[config.mk]
export PLATFORM = sky130hd
export DESIGN_NAME = sflash_front
export DESIGN_NICKNAME = d
export VERILOG_FILES = /design/src/rtl/sflash_pkg.sv /design/src/rtl/sflash_front.sv
export SDC_FILE = /design/constraint.sdc
export NUM_CORES = 1
export LEC_CHECK = 0
export ABC_AREA = 1
export BUFFER_PORTS_ARGS = -buffer_cell sky130_fd_sc_hd__buf_4
export CORE_ASPECT_RATIO = 1.25
export CORE_MARGIN = 2
export CORE_UTILIZATION = 35
export DETAILED_ROUTE_END_ITERATION = 7
export PLACE_DENSITY_LB_ADDON = 0.2
export SETUP_SLACK_MARGIN = 0.4
export SYNTH_ARGS = -nofsm -noshare
export SYNTH_HDL_FRONTEND = slang
export SYNTH_HIERARCHICAL = 1
export SYNTH_SLANG_ARGS = --single-unit
[constraint.sdc]
create_clock -name clk_i -period 2.75 [get_ports clk_i]
set_input_delay 0.1375 -clock clk_i [delete_from_list [all_inputs] [get_ports clk_i]]
set_output_delay 0.1375 -clock clk_i [all_outputs]
set_load 0.02 [all_outputs]
[src/rtl/sflash_pkg.sv]
// Constants, types and state encodings of the serial flash command front end.
// What this block does
// - All instruction, address and data bytes move most significant bit first.
// - Status register reads refetch the same register for each byte until chip select rises.
// - Program bytes past 256 wrap to the page start and overwrite.
// - Security registers: upper byte 00h, middle byte 10h/20h/30h, low byte offset.
// - Dual address: line one odd bits, line zero even bits, top first.
// - Dual output: line one bits 7,5,3,1, line zero bits 6,4,2,0.
// - Quad address: line three high bit of each nibble; 24 address then 8 mode.
// - Quad data: upper nibble first, line three is each nibble's top bit.
// - Quad I/O read EBh: four dummy clocks after mode bits, then data.
// - Code 06h sets the write enable latch.
// - Code 50h keeps the latch and arms a volatile status write.
// - Code 04h clears the write enable latch.
// - Latch clears at reset and when any write, program or erase completes.
// - Code 04h also cancels a pending volatile status write arming.
// - After 05h or 35h, status one or two shifts out on falling edges.
// - Status reads are accepted at any time, busy included.
// - Quad output and quad I/O reads need the quad enable bit set.
// - Busy reads one during a self-timed status write, zero after.
package sflash_pkg;
	// ----------------------------------------------------------------
	// Instruction codes
	// ----------------------------------------------------------------
	localparam logic [7:0] OP_WREN = 8'h06;
	localparam logic [7:0] OP_VWREN = 8'h50;
	localparam logic [7:0] OP_WRDIS = 8'h04;
	localparam logic [7:0] OP_RDSR1 = 8'h05;
	localparam logic [7:0] OP_RDSR2 = 8'h35;
	localparam logic [7:0] OP_WRSR = 8'h01;
	localparam logic [7:0] OP_READ = 8'h03;
	localparam logic [7:0] OP_FREAD = 8'h0b;
	localparam logic [7:0] OP_DOUT = 8'h3b;
	localparam logic [7:0] OP_QOUT = 8'h6b;
	localparam logic [7:0] OP_DIO = 8'hbb;
	localparam logic [7:0] OP_QIO = 8'heb;
	localparam logic [7:0] OP_WRAP = 8'h77;
	localparam logic [7:0] OP_PP = 8'h02;
	localparam logic [7:0] OP_QPP = 8'h32;
	localparam logic [7:0] OP_SE = 8'h20;
	localparam logic [7:0] OP_BE32 = 8'h52;
	localparam logic [7:0] OP_BE64 = 8'hd8;
	localparam logic [7:0] OP_CE1 = 8'hc7;
	localparam logic [7:0] OP_CE2 = 8'h60;
	localparam logic [7:0] OP_SECER = 8'h44;
	localparam logic [7:0] OP_SECPP = 8'h42;
	localparam logic [7:0] OP_SECRD = 8'h48;
	// ----------------------------------------------------------------
	// Status bits and write masks
	// ----------------------------------------------------------------
	localparam int SR1_BUSY = 0;
	localparam int SR1_WEL = 1;
	localparam int SR2_SRP1 = 0;
	localparam int SR2_QE = 1;
	localparam logic [7:0] SR1_WR_MASK = 8'hfc;
	localparam logic [7:0] SR2_WR_MASK = 8'h7f;
	localparam logic [7:0] SR2_SHORT_CLR = 8'h43;
	localparam logic [7:0] SR2_OTP_MASK = 8'h39;
	localparam logic [7:0] SR_RESET = 8'h00;
	// ----------------------------------------------------------------
	// Framing
	// ----------------------------------------------------------------
	localparam logic [2:0] LANE1 = 3'h1;
	localparam logic [2:0] LANE2 = 3'h2;
	localparam logic [2:0] LANE4 = 3'h4;
	localparam logic [5:0] OPC_BITS = 6'h08;
	localparam logic [5:0] ADDR_BITS = 6'h18;
	localparam logic [5:0] ADDR_MODE_BITS = 6'h20;
	localparam logic [5:0] SR_SHORT = 6'h08;
	localparam logic [5:0] SR_LONG = 6'h10;
	localparam logic [3:0] DUMMY_FAST = 4'h8;
	localparam logic [3:0] DUMMY_QIO = 4'h4;
	localparam logic [3:0] BYTE_BITS = 4'h8;
	localparam logic [5:0] WRAP_CLK = 6'h06;
	localparam logic [7:0] SEC_HI = 8'h00;
	localparam logic [7:0] SEC_R1 = 8'h10;
	localparam logic [7:0] SEC_R2 = 8'h20;
	localparam logic [7:0] SEC_R3 = 8'h30;
	// ----------------------------------------------------------------
	// Timing
	// ----------------------------------------------------------------
	localparam int CLK_NS = 8;
	localparam int TW_NS = 10000;
	localparam int TW_CYCLES = (TW_NS + CLK_NS - 1) / CLK_NS;
	localparam int FIFO_DEPTH = 8;
	// ----------------------------------------------------------------
	// Types
	// ----------------------------------------------------------------
	typedef struct packed {
		logic [23:0] addr;
		logic [7:0] data;
	} prog_word_t;
	typedef enum logic [8:0] {
		PH_IDLE = 9'h001,
		PH_OPC = 9'h002,
		PH_ADDR = 9'h004,
		PH_DUMMY = 9'h008,
		PH_DOUT = 9'h010,
		PH_DIN = 9'h020,
		PH_SRIN = 9'h040,
		PH_WRAP = 9'h080,
		PH_DONE = 9'h100
	} phase_t;
endpackage

[src/rtl/sflash_front.sv]
// Serial flash command front end: pin sampling, decode, status, write latch.

// ----------------------------------------------------------------
// Program data FIFO
// ----------------------------------------------------------------
module sflash_fifo #(
	parameter int WIDTH = 32,
	parameter int DEPTH = 8
) (
	input wire logic clk_i,
	input wire logic nrst_i,
	// Fill side
	input wire logic in_valid_i,
	output logic in_ready_o,
	input wire logic [WIDTH-1:0] in_data_i,
	// Drain side
	output logic out_valid_o,
	input wire logic out_ready_i,
	output logic [WIDTH-1:0] out_data_o
);
	localparam int AW = $clog2(DEPTH);
	typedef struct packed {
		logic [DEPTH-1:0][WIDTH-1:0] mem;
		logic [AW-1:0] wr;
		logic [AW-1:0] rd;
		logic [AW:0] cnt;
	} fifo_t;
	fifo_t s;
	fifo_t next_s;
	logic push;
	logic pop;

	assign in_ready_o = (s.cnt != (AW+1)'(DEPTH));
	assign out_valid_o = (s.cnt != '0);
	assign out_data_o = s.mem[s.rd];
	assign push = in_valid_i & in_ready_o;
	assign pop = out_valid_o & out_ready_i;

	always_comb begin
		next_s = s;
		if (push) begin
			next_s.mem[s.wr] = in_data_i;
			next_s.wr = (s.wr == AW'(DEPTH - 1)) ? '0 : s.wr + 1'b1;
		end
		if (pop) begin
			next_s.rd = (s.rd == AW'(DEPTH - 1)) ? '0 : s.rd + 1'b1;
		end
		next_s.cnt = s.cnt + (AW+1)'(push) - (AW+1)'(pop);
	end

	always_ff @(posedge clk_i) begin
		if (!nrst_i) begin
			s <= '0;
		end else begin
			s <= next_s;
		end
	end
endmodule // sflash_fifo

// ----------------------------------------------------------------
// Command front end
// ----------------------------------------------------------------
module sflash_front
	import sflash_pkg::*;
#(
	parameter int BUSY_CYCLES = sflash_pkg::TW_CYCLES,
	parameter int DEPTH = sflash_pkg::FIFO_DEPTH
) (
	// Clock and reset
	input wire logic clk_i,
	input wire logic nrst_i,
	// Serial link pins
	input wire logic sclk_i,
	input wire logic cs_n_i,
	input wire logic [3:0] io_i,
	output logic [3:0] io_o,
	output logic [3:0] io_oe_o,
	// Array read port
	output logic [23:0] rd_addr_o,
	input wire logic [7:0] rd_data_i,
	// Program data stream
	output logic prog_valid_o,
	output sflash_pkg::prog_word_t prog_word_o,
	input wire logic prog_ready_i,
	output logic overrun_o,
	// Operation start and status
	output logic op_start_o,
	output logic [7:0] op_code_o,
	output logic [23:0] op_addr_o,
	output logic [1:0] sec_sel_o,
	output logic [7:0] status1_o,
	output logic [7:0] status2_o,
	output logic [2:0] wrap_length_bits_o
);
	import sflash_pkg::*;

	typedef struct packed {
		logic [2:0] sclk_s;
		logic [2:0] cs_s;
		logic [3:0] io_s0;
		logic [3:0] io_s1;
		phase_t phase;
		logic [7:0] opc;
		logic [31:0] sh;
		logic [5:0] cnt;
		logic [5:0] alen;
		logic [2:0] lanes;
		logic [3:0] dummy;
		logic [3:0] obit;
		logic [7:0] obyte;
		logic [23:0] addr;
		logic got_byte;
		logic write_enable_latch;
		logic varm;
		logic [7:0] sr1;
		logic [7:0] sr2;
		logic busy;
		logic [15:0] btimer;
		logic pend_sr;
		logic pend_long;
		logic [15:0] pend_val;
		logic push;
		prog_word_t push_word;
		logic overrun;
		logic op_start;
		logic [7:0] op_code;
		logic [23:0] op_addr;
		logic [1:0] sec_sel;
		logic [23:0] rd_addr;
		logic [3:0] io_out;
		logic [3:0] io_oe;
		logic [2:0] wrap_length_bits;
	} state_t;

	state_t s;
	state_t next_s;
	logic fifo_ready;
	logic fifo_valid;
	logic rise;
	logic fall;
	logic cs_high;
	logic cs_rise;
	logic [31:0] shifted;
	logic [7:0] stat1;
	logic [7:0] fresh;
	logic [7:0] cur;
	logic [5:0] ncnt;

	function automatic logic [3:0] lane_bits(input logic [3:0] io, input logic [2:0] lanes);
		logic [3:0] r;
		r = '0;
		case (lanes)
			LANE2: r = {2'h0, io[1:0]};
			LANE4: r = io;
			default: r = {3'h0, io[0]};
		endcase
		return r;
	endfunction

	function automatic logic [1:0] sec_of(input logic [23:0] a);
		logic [1:0] r;
		r = 2'h0;
		if (a[23:16] == SEC_HI) begin
			if (a[15:8] == SEC_R1) r = 2'h1;
			else if (a[15:8] == SEC_R2) r = 2'h2;
			else if (a[15:8] == SEC_R3) r = 2'h3;
		end
		return r;
	endfunction

	// ----------------------------------------------------------------
	// Pin edges, all read from the second synchroniser stage onward
	// ----------------------------------------------------------------
	assign rise = s.sclk_s[1] & ~s.sclk_s[2];
	assign fall = ~s.sclk_s[1] & s.sclk_s[2];
	assign cs_high = s.cs_s[1];
	assign cs_rise = s.cs_s[1] & ~s.cs_s[2];
	assign shifted = (s.sh << s.lanes) | {28'h0, lane_bits(s.io_s1, s.lanes)};
	assign ncnt = s.cnt + {3'h0, s.lanes};
	assign stat1 = {s.sr1[7:2], s.write_enable_latch, s.busy};
	assign fresh = (s.opc == OP_RDSR1) ? stat1 : (s.opc == OP_RDSR2) ? s.sr2 : rd_data_i;
	assign cur = (s.obit == '0) ? fresh : s.obyte;

	always_comb begin
		next_s = s;
		next_s.sclk_s = {s.sclk_s[1:0], sclk_i};
		next_s.cs_s = {s.cs_s[1:0], cs_n_i};
		next_s.io_s0 = io_i;
		next_s.io_s1 = s.io_s0;
		next_s.push = 1'b0;
		next_s.op_start = 1'b0;
		if (s.push && !fifo_ready) begin
			next_s.overrun = 1'b1;
		end

		// ------------------------------------------------------------
		// Self-timed cycle; ends only once the program data has drained
		// ------------------------------------------------------------
		if (s.busy) begin
			if (s.btimer != '0) begin
				next_s.btimer = s.btimer - 16'h1;
			end else if (!fifo_valid && !s.push) begin
				next_s.busy = 1'b0;
				next_s.write_enable_latch = 1'b0;
				next_s.pend_sr = 1'b0;
				if (s.pend_sr) begin
					next_s.sr1 = s.pend_val[7:0] & SR1_WR_MASK;
					next_s.sr2 = s.pend_long ? ((s.pend_val[15:8] & SR2_WR_MASK)
						| (s.sr2 & SR2_OTP_MASK)) : (s.sr2 & ~SR2_SHORT_CLR);
				end
			end
		end

		// ------------------------------------------------------------
		// Frame end: commit what the frame asked for
		// ------------------------------------------------------------
		if (cs_high) begin
			next_s.phase = PH_IDLE;
			next_s.io_oe = '0;
			if (cs_rise) begin
				case (s.phase)
					PH_DONE: begin
						if (s.opc == OP_WREN) begin
							next_s.write_enable_latch = 1'b1;
						end else if (s.opc == OP_WRDIS) begin
							next_s.write_enable_latch = 1'b0;
							next_s.varm = 1'b0;
						end else if (s.opc == OP_VWREN) begin
							next_s.varm = 1'b1;
						end else if (s.write_enable_latch && !s.busy && (s.opc inside {OP_SE,
							OP_BE32, OP_BE64, OP_SECER, OP_CE1, OP_CE2})) begin
							next_s.busy = 1'b1;
							next_s.btimer = 16'(BUSY_CYCLES - 1);
							next_s.op_start = 1'b1;
							next_s.op_code = s.opc;
							next_s.op_addr = s.addr;
						end
					end
					PH_DIN: begin
						if (s.write_enable_latch && !s.busy && s.got_byte) begin
							next_s.busy = 1'b1;
							next_s.btimer = 16'(BUSY_CYCLES - 1);
							next_s.op_start = 1'b1;
							next_s.op_code = s.opc;
							next_s.op_addr = s.addr;
						end
					end
					PH_SRIN: begin
						if (!s.busy && (s.cnt == SR_SHORT || s.cnt == SR_LONG)) begin
							if (s.write_enable_latch) begin
								next_s.busy = 1'b1;
								next_s.btimer = 16'(BUSY_CYCLES - 1);
								next_s.pend_sr = 1'b1;
								next_s.pend_long = (s.cnt == SR_LONG);
								// First byte on the wire is status one; keep it in the low half
								next_s.pend_val = (s.cnt == SR_LONG) ? {s.sh[7:0], s.sh[15:8]}
									: {8'h00, s.sh[7:0]};
							end else if (s.varm) begin
								next_s.varm = 1'b0;
								next_s.sr1 = (s.cnt == SR_LONG ? s.sh[15:8] : s.sh[7:0])
									& SR1_WR_MASK;
								next_s.sr2 = (s.cnt == SR_LONG) ? ((s.sh[7:0] & SR2_WR_MASK)
									| (s.sr2 & SR2_OTP_MASK)) : (s.sr2 & ~SR2_SHORT_CLR);
							end
						end
					end
					default: begin
						// Short opcode or foreign frame: nothing changes
						next_s.phase = PH_IDLE;
					end
				endcase
			end
		end else if (s.phase == PH_IDLE) begin
			next_s.phase = PH_OPC;
			next_s.cnt = '0;
			next_s.lanes = LANE1;
			next_s.got_byte = 1'b0;
			next_s.obit = '0;
		end else if (rise) begin
			// --------------------------------------------------------
			// Rising edges: sample inputs
			// --------------------------------------------------------
			next_s.sh = shifted;
			next_s.cnt = ncnt;
			case (s.phase)
				PH_OPC: begin
					if (ncnt == OPC_BITS) begin
						next_s.opc = shifted[7:0];
						next_s.cnt = '0;
						next_s.alen = ADDR_BITS;
						next_s.dummy = '0;
						case (shifted[7:0])
							OP_WREN, OP_WRDIS, OP_VWREN, OP_CE1, OP_CE2: next_s.phase = PH_DONE;
							OP_RDSR1, OP_RDSR2: next_s.phase = PH_DOUT;
							OP_WRSR: next_s.phase = PH_SRIN;
							OP_PP, OP_QPP, OP_SECPP, OP_SE, OP_BE32, OP_BE64, OP_SECER:
								next_s.phase = PH_ADDR;
							OP_READ: next_s.phase = s.busy ? PH_DONE : PH_ADDR;
							OP_FREAD, OP_DOUT, OP_SECRD: begin
								next_s.phase = s.busy ? PH_DONE : PH_ADDR;
								next_s.dummy = DUMMY_FAST;
							end
							OP_QOUT: begin
								next_s.phase = (s.busy || !s.sr2[SR2_QE]) ? PH_DONE : PH_ADDR;
								next_s.dummy = DUMMY_FAST;
							end
							OP_DIO: begin
								next_s.phase = s.busy ? PH_DONE : PH_ADDR;
								next_s.lanes = LANE2;
								next_s.alen = ADDR_MODE_BITS;
							end
							OP_QIO: begin
								next_s.phase = (s.busy || !s.sr2[SR2_QE]) ? PH_DONE : PH_ADDR;
								next_s.lanes = LANE4;
								next_s.alen = ADDR_MODE_BITS;
								next_s.dummy = DUMMY_QIO;
							end
							OP_WRAP: begin
								next_s.phase = PH_WRAP;
								next_s.lanes = LANE4;
							end
							default: next_s.phase = PH_DONE;
						endcase
						// Foreign codes must not commit anything at frame end
						if (next_s.phase == PH_DONE && !(shifted[7:0] inside {OP_WREN,
							OP_WRDIS, OP_VWREN, OP_CE1, OP_CE2})) begin
							next_s.opc = OP_READ;
						end
					end
				end
				PH_ADDR: begin
					if (ncnt == s.alen) begin
						next_s.cnt = '0;
						next_s.addr = (s.alen == ADDR_MODE_BITS) ? shifted[31:8] : shifted[23:0];
						next_s.sec_sel = sec_of(next_s.addr);
						next_s.rd_addr = next_s.addr;
						case (s.opc)
							OP_SE, OP_BE32, OP_BE64, OP_SECER: next_s.phase = PH_DONE;
							OP_PP, OP_SECPP: next_s.phase = PH_DIN;
							OP_QPP: begin
								next_s.phase = PH_DIN;
								next_s.lanes = LANE4;
							end
							default: next_s.phase = (s.dummy == '0) ? PH_DOUT : PH_DUMMY;
						endcase
					end
				end
				PH_DUMMY: begin
					next_s.dummy = s.dummy - 4'h1;
					if (s.dummy == 4'h1) begin
						next_s.phase = PH_DOUT;
					end
				end
				PH_DIN: begin
					if (ncnt == 6'(BYTE_BITS)) begin
						next_s.cnt = '0;
						next_s.got_byte = 1'b1;
						if (s.write_enable_latch && !s.busy) begin
							next_s.push = 1'b1;
							next_s.push_word = '{addr: s.rd_addr, data: shifted[7:0]};
						end
						// Low address byte wraps inside the page
						next_s.rd_addr = {s.rd_addr[23:8], s.rd_addr[7:0] + 8'h01};
					end
				end
				PH_WRAP: begin
					// Counter moves four bits per quad clock, so the clock index is scaled
					if (s.cnt == {WRAP_CLK[3:0], 2'h0}) begin
						next_s.wrap_length_bits = s.io_s1[2:0];
					end
				end
				PH_SRIN: begin
					// Stop counting past the long form so a 17th bit voids the write
					next_s.cnt = (s.cnt > SR_LONG) ? s.cnt : ncnt;
				end
				default: begin
					next_s.cnt = s.cnt;
				end
			endcase
		end else if (fall && s.phase == PH_DOUT) begin
			// --------------------------------------------------------
			// Falling edges: drive output bits, top of byte first
			// --------------------------------------------------------
			if (s.obit == '0 && !(s.opc inside {OP_RDSR1, OP_RDSR2})) begin
				next_s.rd_addr = s.rd_addr + 24'h1;
			end
			case (s.opc)
				OP_DOUT, OP_DIO: begin
					next_s.io_out = {2'h0, cur[7:6]};
					next_s.io_oe = 4'h3;
					next_s.obyte = {cur[5:0], 2'h0};
					next_s.obit = ((s.obit == '0) ? BYTE_BITS : s.obit) - 4'h2;
				end
				OP_QOUT, OP_QIO: begin
					next_s.io_out = cur[7:4];
					next_s.io_oe = 4'hf;
					next_s.obyte = {cur[3:0], 4'h0};
					next_s.obit = ((s.obit == '0) ? BYTE_BITS : s.obit) - 4'h4;
				end
				default: begin
					// Status bytes are refetched each time so busy stays live
					next_s.io_out = {2'h0, cur[7], 1'b0};
					next_s.io_oe = 4'h2;
					next_s.obyte = {cur[6:0], 1'b0};
					next_s.obit = ((s.obit == '0) ? BYTE_BITS : s.obit) - 4'h1;
				end
			endcase
		end
	end

	always_ff @(posedge clk_i) begin
		if (!nrst_i) begin
			s <= '0;
			s.sclk_s <= 3'h0;
			s.cs_s <= 3'h7;
			s.phase <= PH_IDLE;
			s.lanes <= LANE1;
			s.sr1 <= SR_RESET;
			s.sr2 <= SR_RESET;
			s.write_enable_latch <= 1'b0;
		end else begin
			s <= next_s;
		end
	end

	sflash_fifo #(
		.WIDTH($bits(prog_word_t)),
		.DEPTH(DEPTH)
	) u_fifo (
		.clk_i(clk_i),
		.nrst_i(nrst_i),
		.in_valid_i(s.push),
		.in_ready_o(fifo_ready),
		.in_data_i(s.push_word),
		.out_valid_o(fifo_valid),
		.out_ready_i(prog_ready_i),
		.out_data_o(prog_word_o)
	);

	assign prog_valid_o = fifo_valid;
	assign io_o = s.io_out;
	assign io_oe_o = s.io_oe;
	assign rd_addr_o = s.rd_addr;
	assign overrun_o = s.overrun;
	assign op_start_o = s.op_start;
	assign op_code_o = s.op_code;
	assign op_addr_o = s.op_addr;
	assign sec_sel_o = s.sec_sel;
	assign status1_o = stat1;
	assign status2_o = s.sr2;
	assign wrap_length_bits_o = s.wrap_length_bits;
endmodule // sflash_front

==> flow_summary.toml, run 1 <==
[clock_tree]
cts_sinks = 531
clockBufferDepth = 3
cts_buffers = 59
clock_latency_ns = 0.63
h-tree-depth = 2
cts.clk_slew.worst_paths_ns = 0.06
cts-root-buf = "clkbuf_16"
cts_tree = "built"

[grt]
grt_usage_pct = 22.9
grt_max_degree = 194
grt_pass1_wl_mm = 151
grt-ovfl-total = 0
antenna_found_initial = 0
grt_pass1_vias = 26073

[worst_setup_path]
cp_max_fo = 8
worstPathArrival_ns = 3.11
critPathMaxStageDelay_ns = 0.41
reg2reg_depth = 13
crit_type = "reg -> reg"
cp_top_family = "simple AND/OR/NAND/NOR gates"
worst-path-buf-inv = 2
slowest_stage = "fa_2"
crit_top_cell = "buf_6"
crit_start = "s[198]$_SDFFE_PN1P_"
end_kind = "flip-flop"
regToRegEndpoint = "rd_addr_o[5]$_SDFFE_PN0P_"
cp_data_required_time_ns = 3.24
r2r_setup_slack_ns = 0.13
reg2reg_from = "s[198]$_SDFFE_PN1P_"
cp-start-kind = "flip-flop"
crit_chain = "ha_4 > fa_2 > xor2_4 > nor3_4 > nand2_1 > nor2_2 > nand2_2 > buf_6 > a211oi_4 > nand3_2 > buf_6 > o21ai_1 > a21oi_1"

[route]
drt-initial-drc-count = 1955
route.detailed.drc = 0
vias = 28298
firstDrtPassIters = 6
finalWirelength_mm = 101
avgRoutedWirePerCell_um = 18.2
avgViaCountPerCell = 5.11
antenna_left = 0

[power_and_ir_drop]
p_clk_share_pct = 39.4
power.density_nw_per_um2 = 594
seq_power_share_pct = 38.3
swShare_pct = 31.9
p_total_uw = 20500
p_int_uw = 13900
p_leak_uw = 0.0148
combPwrFrac_pct = 22.3
switchingPower_uw = 6530
ir_drop_v = 0.000647

[placement]
hpwl_mm = 62.9
port_buffers = 136
dpl.cell_count = 5325
pre_cts_ws_ns = -0.00296
place.gp.congestion = 0.928
place_area_um2 = 30100

[timing]
fmax_mhz = 382
finalClockSkew_ns = 0.0309
max_slew.worst_pin.slew_ns = 1.15
fin_crit_ns = 2.62
setup_tns_ns = 0
finalSetupViolCount = 0
slew_viol_final = 0
setup_ws_ns = 0.129
slew_headroom_pct = 23.1
fin_crit_sh_pct = 95.3
rsz0062_at_grt = "yes"
hold_viol_final = 0

[yosys]
synth_area_um2 = 28300
syn_avg_cell_area_um2 = 6.53
syn_nets = 4382
syn_inst = 4343
synth-main-ff-cell = "dfxtp_1"
synth_async_sr_flop_share_pct = 0
yosysSeqAreaShare_pct = 37.5
synth.distinct_cells = 60
synth-edff-count = 0
yosys_warnings = 6
ys_ff_latch = 531

[finish]
n_fill_cell = 8532
multi_input_area_um2 = 15400
area_growth_pct = 21.6
regArea_um2 = 10700
layout_common_cells = "nor2_1 (926), nand2_1 (871), dfxtp_1 (517)"
final_common_cell = "nor2_1"
final_cell_area_um2 = 34500
finalNonFillerCells = 5533
antenna_cells = 0
nets = 4462
layout-drive-gt1-share_pct = 17.1

[floorplan]
die_x_um = 259
die_area_um2 = 83300
start_util_pct = 35.4
core_um2 = 80100
ios = 137
dieHeight_um = 322
rows = 116

[min_path]
hold_class = "in -> reg"
hold_depth = 5
hold_start = "rd_data_i[6]"
holdPathEnd = "io_o[2]$_SDFFE_PN0P_"

[run]
max_cap_violations = 0

[status]
status = "completed"
[repair_timing]
action / 4_1_cts / 5_1_grt
resized for setup: 149 / 220
hold buffers: 12 / 0
buffers inserted: 31 / 36
endpoints found under the setup margin: 117 / 189
pin swaps: 28 / 31
cloned: 12 / 8
endpoints found under the hold margin: 50 / 0
[stage by stage]
stage	util, %	hold slack (ns)
after CTS	41.4	0.0276
final	43.0	0.0365
after floorplan	-	0.235
after detailed placement	37.5	0.329
after global routing	43.0	0.0390
after global placement	37.5	0.327
[cells by family (layout without fill, tap and decap cells)]
logic type | Yosys count | count (layout) | share of synthesized area (%)
AOI/OAI and AO/OA | 698 | 698 | 14.0
xor gates and xnor gates | 24 | 24 | 0.768
adders and majority gates | 22 | 22 | 1.02
buffers and inverters | 751 | 879 | 12.0
DFF | 531 | 531 | 37.5
muxes | 7 | 7 | 0.247
and+or+nand+nor | 2310 | 2310 | 34.5
[flip-flops by register name, summed over array words and instances (netlist names), 2 cells and up]
signal and cells:
u_fifo/s 266, io_o 4, s 171, op_addr_o 24, next_s 7, rd_addr_o 24, op_code_o 8, status1_o 8
status2_o 8, io_oe_o 3, sec_sel_o 2, wrap_length_bits_o 3
[power by group through the flow]
stage	Combinational [uW]	Sequential, uW	Clock [uW]
5_1_grt	5000	7840	8540
6_report	4570	7840	8070
2_1_floorplan	2760	7950	0
4_1_cts	4300	7810	8250
3_3_place_gp	4210	7980	0
3_5_place_dp	4210	7980	0
[cell usage after synthesis, types with 9 or more instances]
library cell,n,area (um^2)
nand2_2,19,119
xor2_1,20,175
buf_2,93,465
buf_1,33,124
buf_6,11,124
nor3_1,27,135
or2_2,10,62.6
ha_1,20,250
nand2_1,893,3350
buf_4,99,743
a31oi_1,44,275
nand4_1,209,1310
o21ai_0,299,1500
nor2_2,10,62.6
o21ai_1,48,240
dfxtp_1,531,10600
nor4_1,12,75.1
o22ai_1,15,93.8
inv_2,22,82.6
inv_1,375,1410
nor2_1,964,3620
a211oi_1,44,330
nand3_2,9,90.1
a21oi_1,154,771
a21oi_2,9,78.8
o211ai_1,48,360
nand3_1,127,636
clkbuf_1,113,424
[worst max-delay path by stage]
stage / to / slack, ns / cells past startpoint
final: rd_addr_o[5]$_SDFFE_PN0P_ / 0.13 / 13
after floorplan: s[93]$_SDFFE_PN0P_ / 0.24 / 13
after detailed placement: s[199]$_SDFFE_PN0P_ / -0.003 / 15
after global placement: s[199]$_SDFFE_PN0P_ / 0.008 / 15
after CTS: rd_addr_o[5]$_SDFFE_PN0P_ / 0.20 / 13
after global routing: s[72]$_SDFFE_PN0P_ / 0.004 / 15
[worst reg2reg max path, delay by kind of cell, from the launching register on]
kind            cells  cell delay, ns
fa+ha+maj           2            0.57
xor+xnor            1            0.18
buf+inv             2            0.34
simple gates        5            0.64
compound gates      3            0.40
flops               1            0.35
[final cells by class]
| type | instances | share of cell area, % |
|---|---|---|
| flip-flops and latches | 531 | 30.9 |
| clock buffers | 90 | 5.14 |
| well taps | 1062 | 3.85 |
| repair buffers | 371 | 10.4 |
| clock inverters | 19 | 0.570 |
| inverters | 399 | 4.47 |
| multi-input cells | 3061 | 44.6 |
[routing by layer]
layer  global-route usage (%)  wire (um)  up-vias
li1                         -          -    14162
met1                     27.2      41300    13227
met2                     41.0      50700      717
met3                     3.22       4980      192
met4                     9.51       3980        0
met5                        0          0        -
Power figures use the tool's default switching activity.
==> inputs of run 2 (changes only) <==
--- a/config.mk
+++ b/config.mk
@@ -5,7 +5,6 @@
 export SDC_FILE = /design/constraint.sdc
 export NUM_CORES = 1
 export LEC_CHECK = 0
-export ABC_AREA = 1
 export BUFFER_PORTS_ARGS = -buffer_cell sky130_fd_sc_hd__buf_4
 export CORE_ASPECT_RATIO = 1.25
 export CORE_MARGIN = 2
==> flow_summary.toml, run 2 <==
[status]
status = "finished, violations left"
violations = "negative setup slack"

[min_path]
hold_depth = 5
hold_class = "in -> reg"

[grt]
antenna_found_initial = 0
grt_pass1_wl_mm = 134
grt_usage_pct = 22.6
grt-ovfl-total = 0
grt_max_degree = 132
grt_pass1_vias = 22829

[placement]
hpwl_mm = 56.5
place_area_um2 = 29200
place.gp.congestion = 0.895
port_buffers = 136

[timing]
finalSetupViolCount = 104
hold_viol_final = 0
fin_crit_ns = 3.04
rsz0062_at_grt = "yes"
max_slew.worst_pin.slew_ns = 0.788
slew_viol_final = 0
fmax_mhz = 329
finalClockSkew_ns = 0.0455
setup_ws_ns = -0.290
slew_headroom_pct = 47.5
fin_crit_sh_pct = 111
whs_ns = 0.199

[clock_tree]
clockBufferDepth = 3
cts_buffers = 56
clock_latency_ns = 0.64
cts-root-buf = "clkbuf_16"
cts.clk_slew.worst_paths_ns = 0.06
cts_tree = "built"
h-tree-depth = 2
cts_sinks = 531

[worst_setup_path]
crit_chain = "mux2_4 > mux4_2 > or4_4 > o22a_1 > or4_1 > nand4_1 > mux2_4 > o211ai_1 > a21oi_1"
cp_data_required_time_ns = 3.27
cp-start-kind = "flip-flop"
end_kind = "flip-flop"
slowest_stage = "mux4_2"
reg2reg_depth = 9
worstPathArrival_ns = 3.56
cp_max_fo = 6
critPathMaxStageDelay_ns = 0.49
crit_top_cell = "mux2_4"
crit_type = "reg -> reg"

[route]
antenna_left = 0
vias = 22506
firstDrtPassIters = 7
finalWirelength_mm = 88.4
avgRoutedWirePerCell_um = 21.1
drt-initial-drc-count = 1220
avgViaCountPerCell = 5.37
route.detailed.drc = 0

[power_and_ir_drop]
ir_drop_v = 0.000458
power.density_nw_per_um2 = 510
p_total_uw = 17800
p_leak_uw = 0.0135

[finish]
nets = 3227
antenna_cells = 0
final_cell_area_um2 = 34900
top_register = "u_fifo/s"
final_common_cell = "dfxtp_1"
largestRegisters = "u_fifo/s x266, s x171"
layout-drive-gt1-share_pct = 33.4
layout_common_cells = "dfxtp_1 (513), nand2_1 (506), buf_4 (343)"
largest_reg_flops = 266
area_growth_pct = 34.0

[floorplan]
rows = 111
dieHeight_um = 309
core_um2 = 73500
ios = 137
die_x_um = 248
start_util_pct = 35.5
die_area_um2 = 76700

[yosys]
synth-main-ff-cell = "dfxtp_1"
synthTopCellsByArea = "dfxtp_1 (41%), mux2i_1 (12%), nand2_1 (8.3%)"
synth_async_sr_flop_share_pct = 0
yosysSeqAreaShare_pct = 40.8
syn_inst = 2902
synth_area_um2 = 26100
synthTopCellsByCount = "nand2_1 (578), dfxtp_1 (531), mux2i_1 (325), nor2_1 (217), a21oi_1 (167)"
synth_most_common_cell = "nand2_1"
synth.distinct_cells = 88
syn_nets = 2941
synth_top_cell_by_area = "dfxtp_1"
syn_avg_cell_area_um2 = 8.98
yosys.area.top_type_share_pct = 40.8
ys_ff_latch = 531
synth-edff-count = 0
yosys_warnings = 6

[run]
max_cap_violations = 0
==> run 2: timing repair <==
| action | in CTS | in global routing |
|---|---|---|
| cloned | 33 | 5 |
| setup endpoints to repair | 237 | 272 |
| hold endpoints to repair | 37 | 0 |
| pin swaps | 108 | 62 |
| hold buffers | 14 | 0 |
| setup buffers | 73 | 21 |
| resized for setup | 310 | 213 |
==> run 2: path summary, 6_finish.rpt <==
path / endpoint / slack, ns / start
worst max register to register: s[251]$_SDFFE_PN0P_ / -0.29 / s[199]$_SDFFE_PN0P_
worst max-delay path: s[251]$_SDFFE_PN0P_ / -0.29 / s[199]$_SDFFE_PN0P_
worst min-delay path: s[186]$_SDFFE_PN0P_ / 0.20 / rd_data_i[0]
worst min register to register: s[263]$_SDFF_PN0_ / 0.43 / next_s[263]$_SDFF_PN0_
==> run 2: metal layers <==
metal	vias to the layer above	track usage [%]	wire [um]
met5	-	0	0
met4	0	10.8	4730
met3	192	2.79	3160
met2	535	40.5	45300
met1	11095	26.5	35200
li1	10684	-	-
==> run 2: cell families after synthesis <==
| group | count (synthesis) | synth area share, % |
|---|---|---|
| compound gates | 420 | 9.85 |
| buf+inv | 330 | 6.84 |
| flops | 531 | 40.8 |
| simple gates | 1129 | 19.5 |
| fa+ha+maj | 22 | 1.11 |
| mux | 444 | 21.0 |
| xor+xnor | 26 | 0.874 |
==> run 2: through the flow <==
step	std cells	setup TNS, ns	utilization [%]	setup WS (ns)
global route	4189	-25.00	47.5	-0.353
floorplan	2902	-0.804	-	-0.127
CTS	4163	-13.86	45.9	-0.238
finish	4189	-15.08	47.5	-0.290
detailed placement	3944	-14.41	39.7	-0.437
global placement	3944	-8.12	39.7	-0.375
==> run 2: final cells by class <==
cell class              count  area (um^2)
flip-flops and latches    531        10700
well taps                 960         1200
repair buffers            514         5350
clock buffers              78         1580
fillers                  6785        38500
clock inverters            21          275
multi-input cells        2049        15700
inverters                  36          140
==> run 2: worst max-delay path: cells and delay by family (launching register included) <==
family             cells  cell delay [ns]
AOI/OAI and AO/OA      3             0.49
DFF                    1             0.40
muxes                  3             1.02
and+or+nand+nor        3             1.01
==> run 2: power by group <==
group / internal (uW) / total [uW] / leakage (uW) / switching (uW)
logic: 1160 / 2230 / 0.00829 / 1070
registers: 7750 / 7820 / 0.00429 / 68.6
clock network: 4480 / 7760 / 0.000913 / 3280
total: 13400 / 17800 / 0.0135 / 4420
==> inputs of run 3 (changes only) <==
--- a/config.mk
+++ b/config.mk
@@ -6,9 +6,12 @@
 export NUM_CORES = 1
 export LEC_CHECK = 0
 export BUFFER_PORTS_ARGS = -buffer_cell sky130_fd_sc_hd__buf_4
+export CELL_PAD_IN_SITES_DETAIL_PLACEMENT = 1
+export CELL_PAD_IN_SITES_GLOBAL_PLACEMENT = 1
 export CORE_ASPECT_RATIO = 1.25
 export CORE_MARGIN = 2
 export CORE_UTILIZATION = 35
+export CTS_CLUSTER_DIAMETER = 40
 export DETAILED_ROUTE_END_ITERATION = 7
 export PLACE_DENSITY_LB_ADDON = 0.2
 export SETUP_SLACK_MARGIN = 0.4
==> flow_summary.toml, run 3 (same netlist as run 2, synthesis figures left out) <==
[status]
status = "finished, violations left"
violations = "negative setup slack"

[timing]
setup_ws_ns = -0.295
max_slew.worst_pin.slew_ns = 0.837
slew_headroom_pct = 44.2
finalSetupViolCount = 109
slew_viol_final = 0
finalClockSkew_ns = 0.0426
fin_crit_ns = 3.05
hold_viol_final = 0
whs_ns = 0.269
rsz0062_at_grt = "yes"
fin_crit_sh_pct = 111
fmax_mhz = 328

[route]
avgRoutedWirePerCell_um = 23.1
route.detailed.drc = 0
firstDrtPassIters = 6
vias = 23109
avgViaCountPerCell = 5.43
drt-initial-drc-count = 931
antenna_left = 0
finalWirelength_mm = 98.2

[floorplan]
rows = 111
ios = 137
die_x_um = 248
die_area_um2 = 76700
start_util_pct = 35.5
core_um2 = 73500
dieHeight_um = 309

[placement]
pre_cts_ws_ns = -0.366
port_buffers = 136
place.gp.congestion = 0.875
hpwl_mm = 60.9

[worst_setup_path]
reg2reg_from = "s[198]$_SDFFE_PN1P_"
cp-start-kind = "flip-flop"
end_kind = "flip-flop"
slowest_stage = "or4_4"
endpoint = "s[261]$_SDFFE_PP0P_"
worstPathArrival_ns = 3.64
regToRegEndpoint = "s[261]$_SDFFE_PP0P_"
critPathMaxStageDelay_ns = 0.49
crit_start = "s[198]$_SDFFE_PN1P_"
crit_chain = "ha_4 > fa_2 > xor2_1 > or3_4 > nor4_4 > buf_4 > nand2_2 > or4_4 > or3_1 > a21oi_1"
r2r_setup_slack_ns = -0.30
crit_type = "reg -> reg"
reg2reg_depth = 10
cp_max_fo = 3
cp_data_required_time_ns = 3.35

[grt]
grt_pass1_vias = 25201
grt_pass1_wl_mm = 149
grt_max_degree = 167
antenna_found_initial = 0
grt_usage_pct = 25.2
grt-ovfl-total = 0

[finish]
antenna_cells = 0
largest_reg_flops = 266
final_common_cell = "nand2_1"
layout-drive-gt1-share_pct = 35.3
n_fill_cell = 7939
final_util_pct = 49.7
layout_common_cells = "nand2_1 (537), dfxtp_1 (513), buf_4 (343)"
top_register = "u_fifo/s"
area_growth_pct = 40.0
largestRegisters = "u_fifo/s x266, s x171"
nets = 3265

[clock_tree]
h-tree-depth = 3
cts_sinks = 531
clock_latency_ns = 0.67
cts_tree = "built"
cts_buffers = 88
cts.clk_slew.worst_paths_ns = 0.05
cts-root-buf = "clkbuf_16"
clockBufferDepth = 3

[min_path]
hold_class = "in -> reg"

[power_and_ir_drop]
p_leak_uw = 0.0141
ir_drop_v = 0.000488
power.density_nw_per_um2 = 608

[run]
max_cap_violations = 0
## run 3: cell count changes in the layout (fill, tap and decap cells not counted), moves of 11 or more
cell | previous run | this run
nand2_2 | 41 | 26
nand2_1 | 506 | 537
nor2_1 | 184 | 172
o21ai_2 | 13 | 24
a21oi_1 | 95 | 107
clkbuf_16 | 60 | 89
a21oi_2 | 69 | 56
nand2_4 | 28 | 11
nand3_1 | 46 | 31
## run 3: layer usage
layer | track usage (%) | part of all wire [%] | vias up
li1 | - | - | 10776
met1 | 28.4 | 40 | 11584
met2 | 45.4 | 51 | 505
met3 | 3.49 | 3.4 | 244
met4 | 13.9 | 5.8 | 0
met5 | 0 | 0 | -
## run 3: stage by stage
stage	instance area, um^2	cells	TNS (ns)	power [uW]
final	36500	4259	-18.39	22200
after global routing	36500	4259	-29.15	22900
after CTS	35600	4236	-10.71	22400
after detailed placement	29100	3938	-10.18	9490
after global placement	29100	3938	-4.91	9450
after floorplan	26700	2902	-0.804	8980
## run 3: timing repair
item | in CTS | in global routing
gates cloned | 31 | 2
pin swaps | 134 | 73
setup endpoints to repair | 256 | 299
hold buffers | 13 | 0
gates resized for setup | 400 | 151
hold endpoints to repair | 23 | 0
buffers inserted | 91 | 21
## run 3: area by class of cell
type | instances | area [um^2] | area share (%)
Clock buffer | 105 | 2380 | 6.51
Tap cell | 960 | 1200 | 3.29
Inverter | 36 | 140 | 0.384
Multi-Input combinational cell | 2048 | 15900 | 43.5
Timing Repair Buffer | 521 | 5380 | 14.8
Sequential cell | 531 | 10700 | 29.2
Clock inverter | 58 | 863 | 2.37
## run 3: worst min path at each step
stage               cells past startpoint    startpoint  slack (ns)                      to
floorplan                               1        cs_n_i        0.24  next_s[271]$_SDFF_PN1_
detailed placement                      2        cs_n_i        0.34  next_s[271]$_SDFF_PN1_
CTS                                     7  rd_data_i[0]        0.24     s[184]$_SDFFE_PN0P_
global route                            3        sclk_i        0.30  next_s[274]$_SDFF_PN0_
finish                                  7  rd_data_i[0]        0.27     s[184]$_SDFFE_PN0P_
global placement                        2        cs_n_i        0.33  next_s[271]$_SDFF_PN1_
## run 3: where the power goes
part / switching (uW) / internal [uW]
Sequential: 66.7 / 7750
Combinational: 1130 / 1250
Clock: 4380 / 7610
## run 3: critical path, delay by kind of cell (launching register included)
kind            cells  cell delay, ns
compound gates      1            0.14
xor+xnor            1            0.19
fa+ha+maj           2            0.56
buf+inv             1            0.18
flops               1            0.33
simple gates        5            1.56
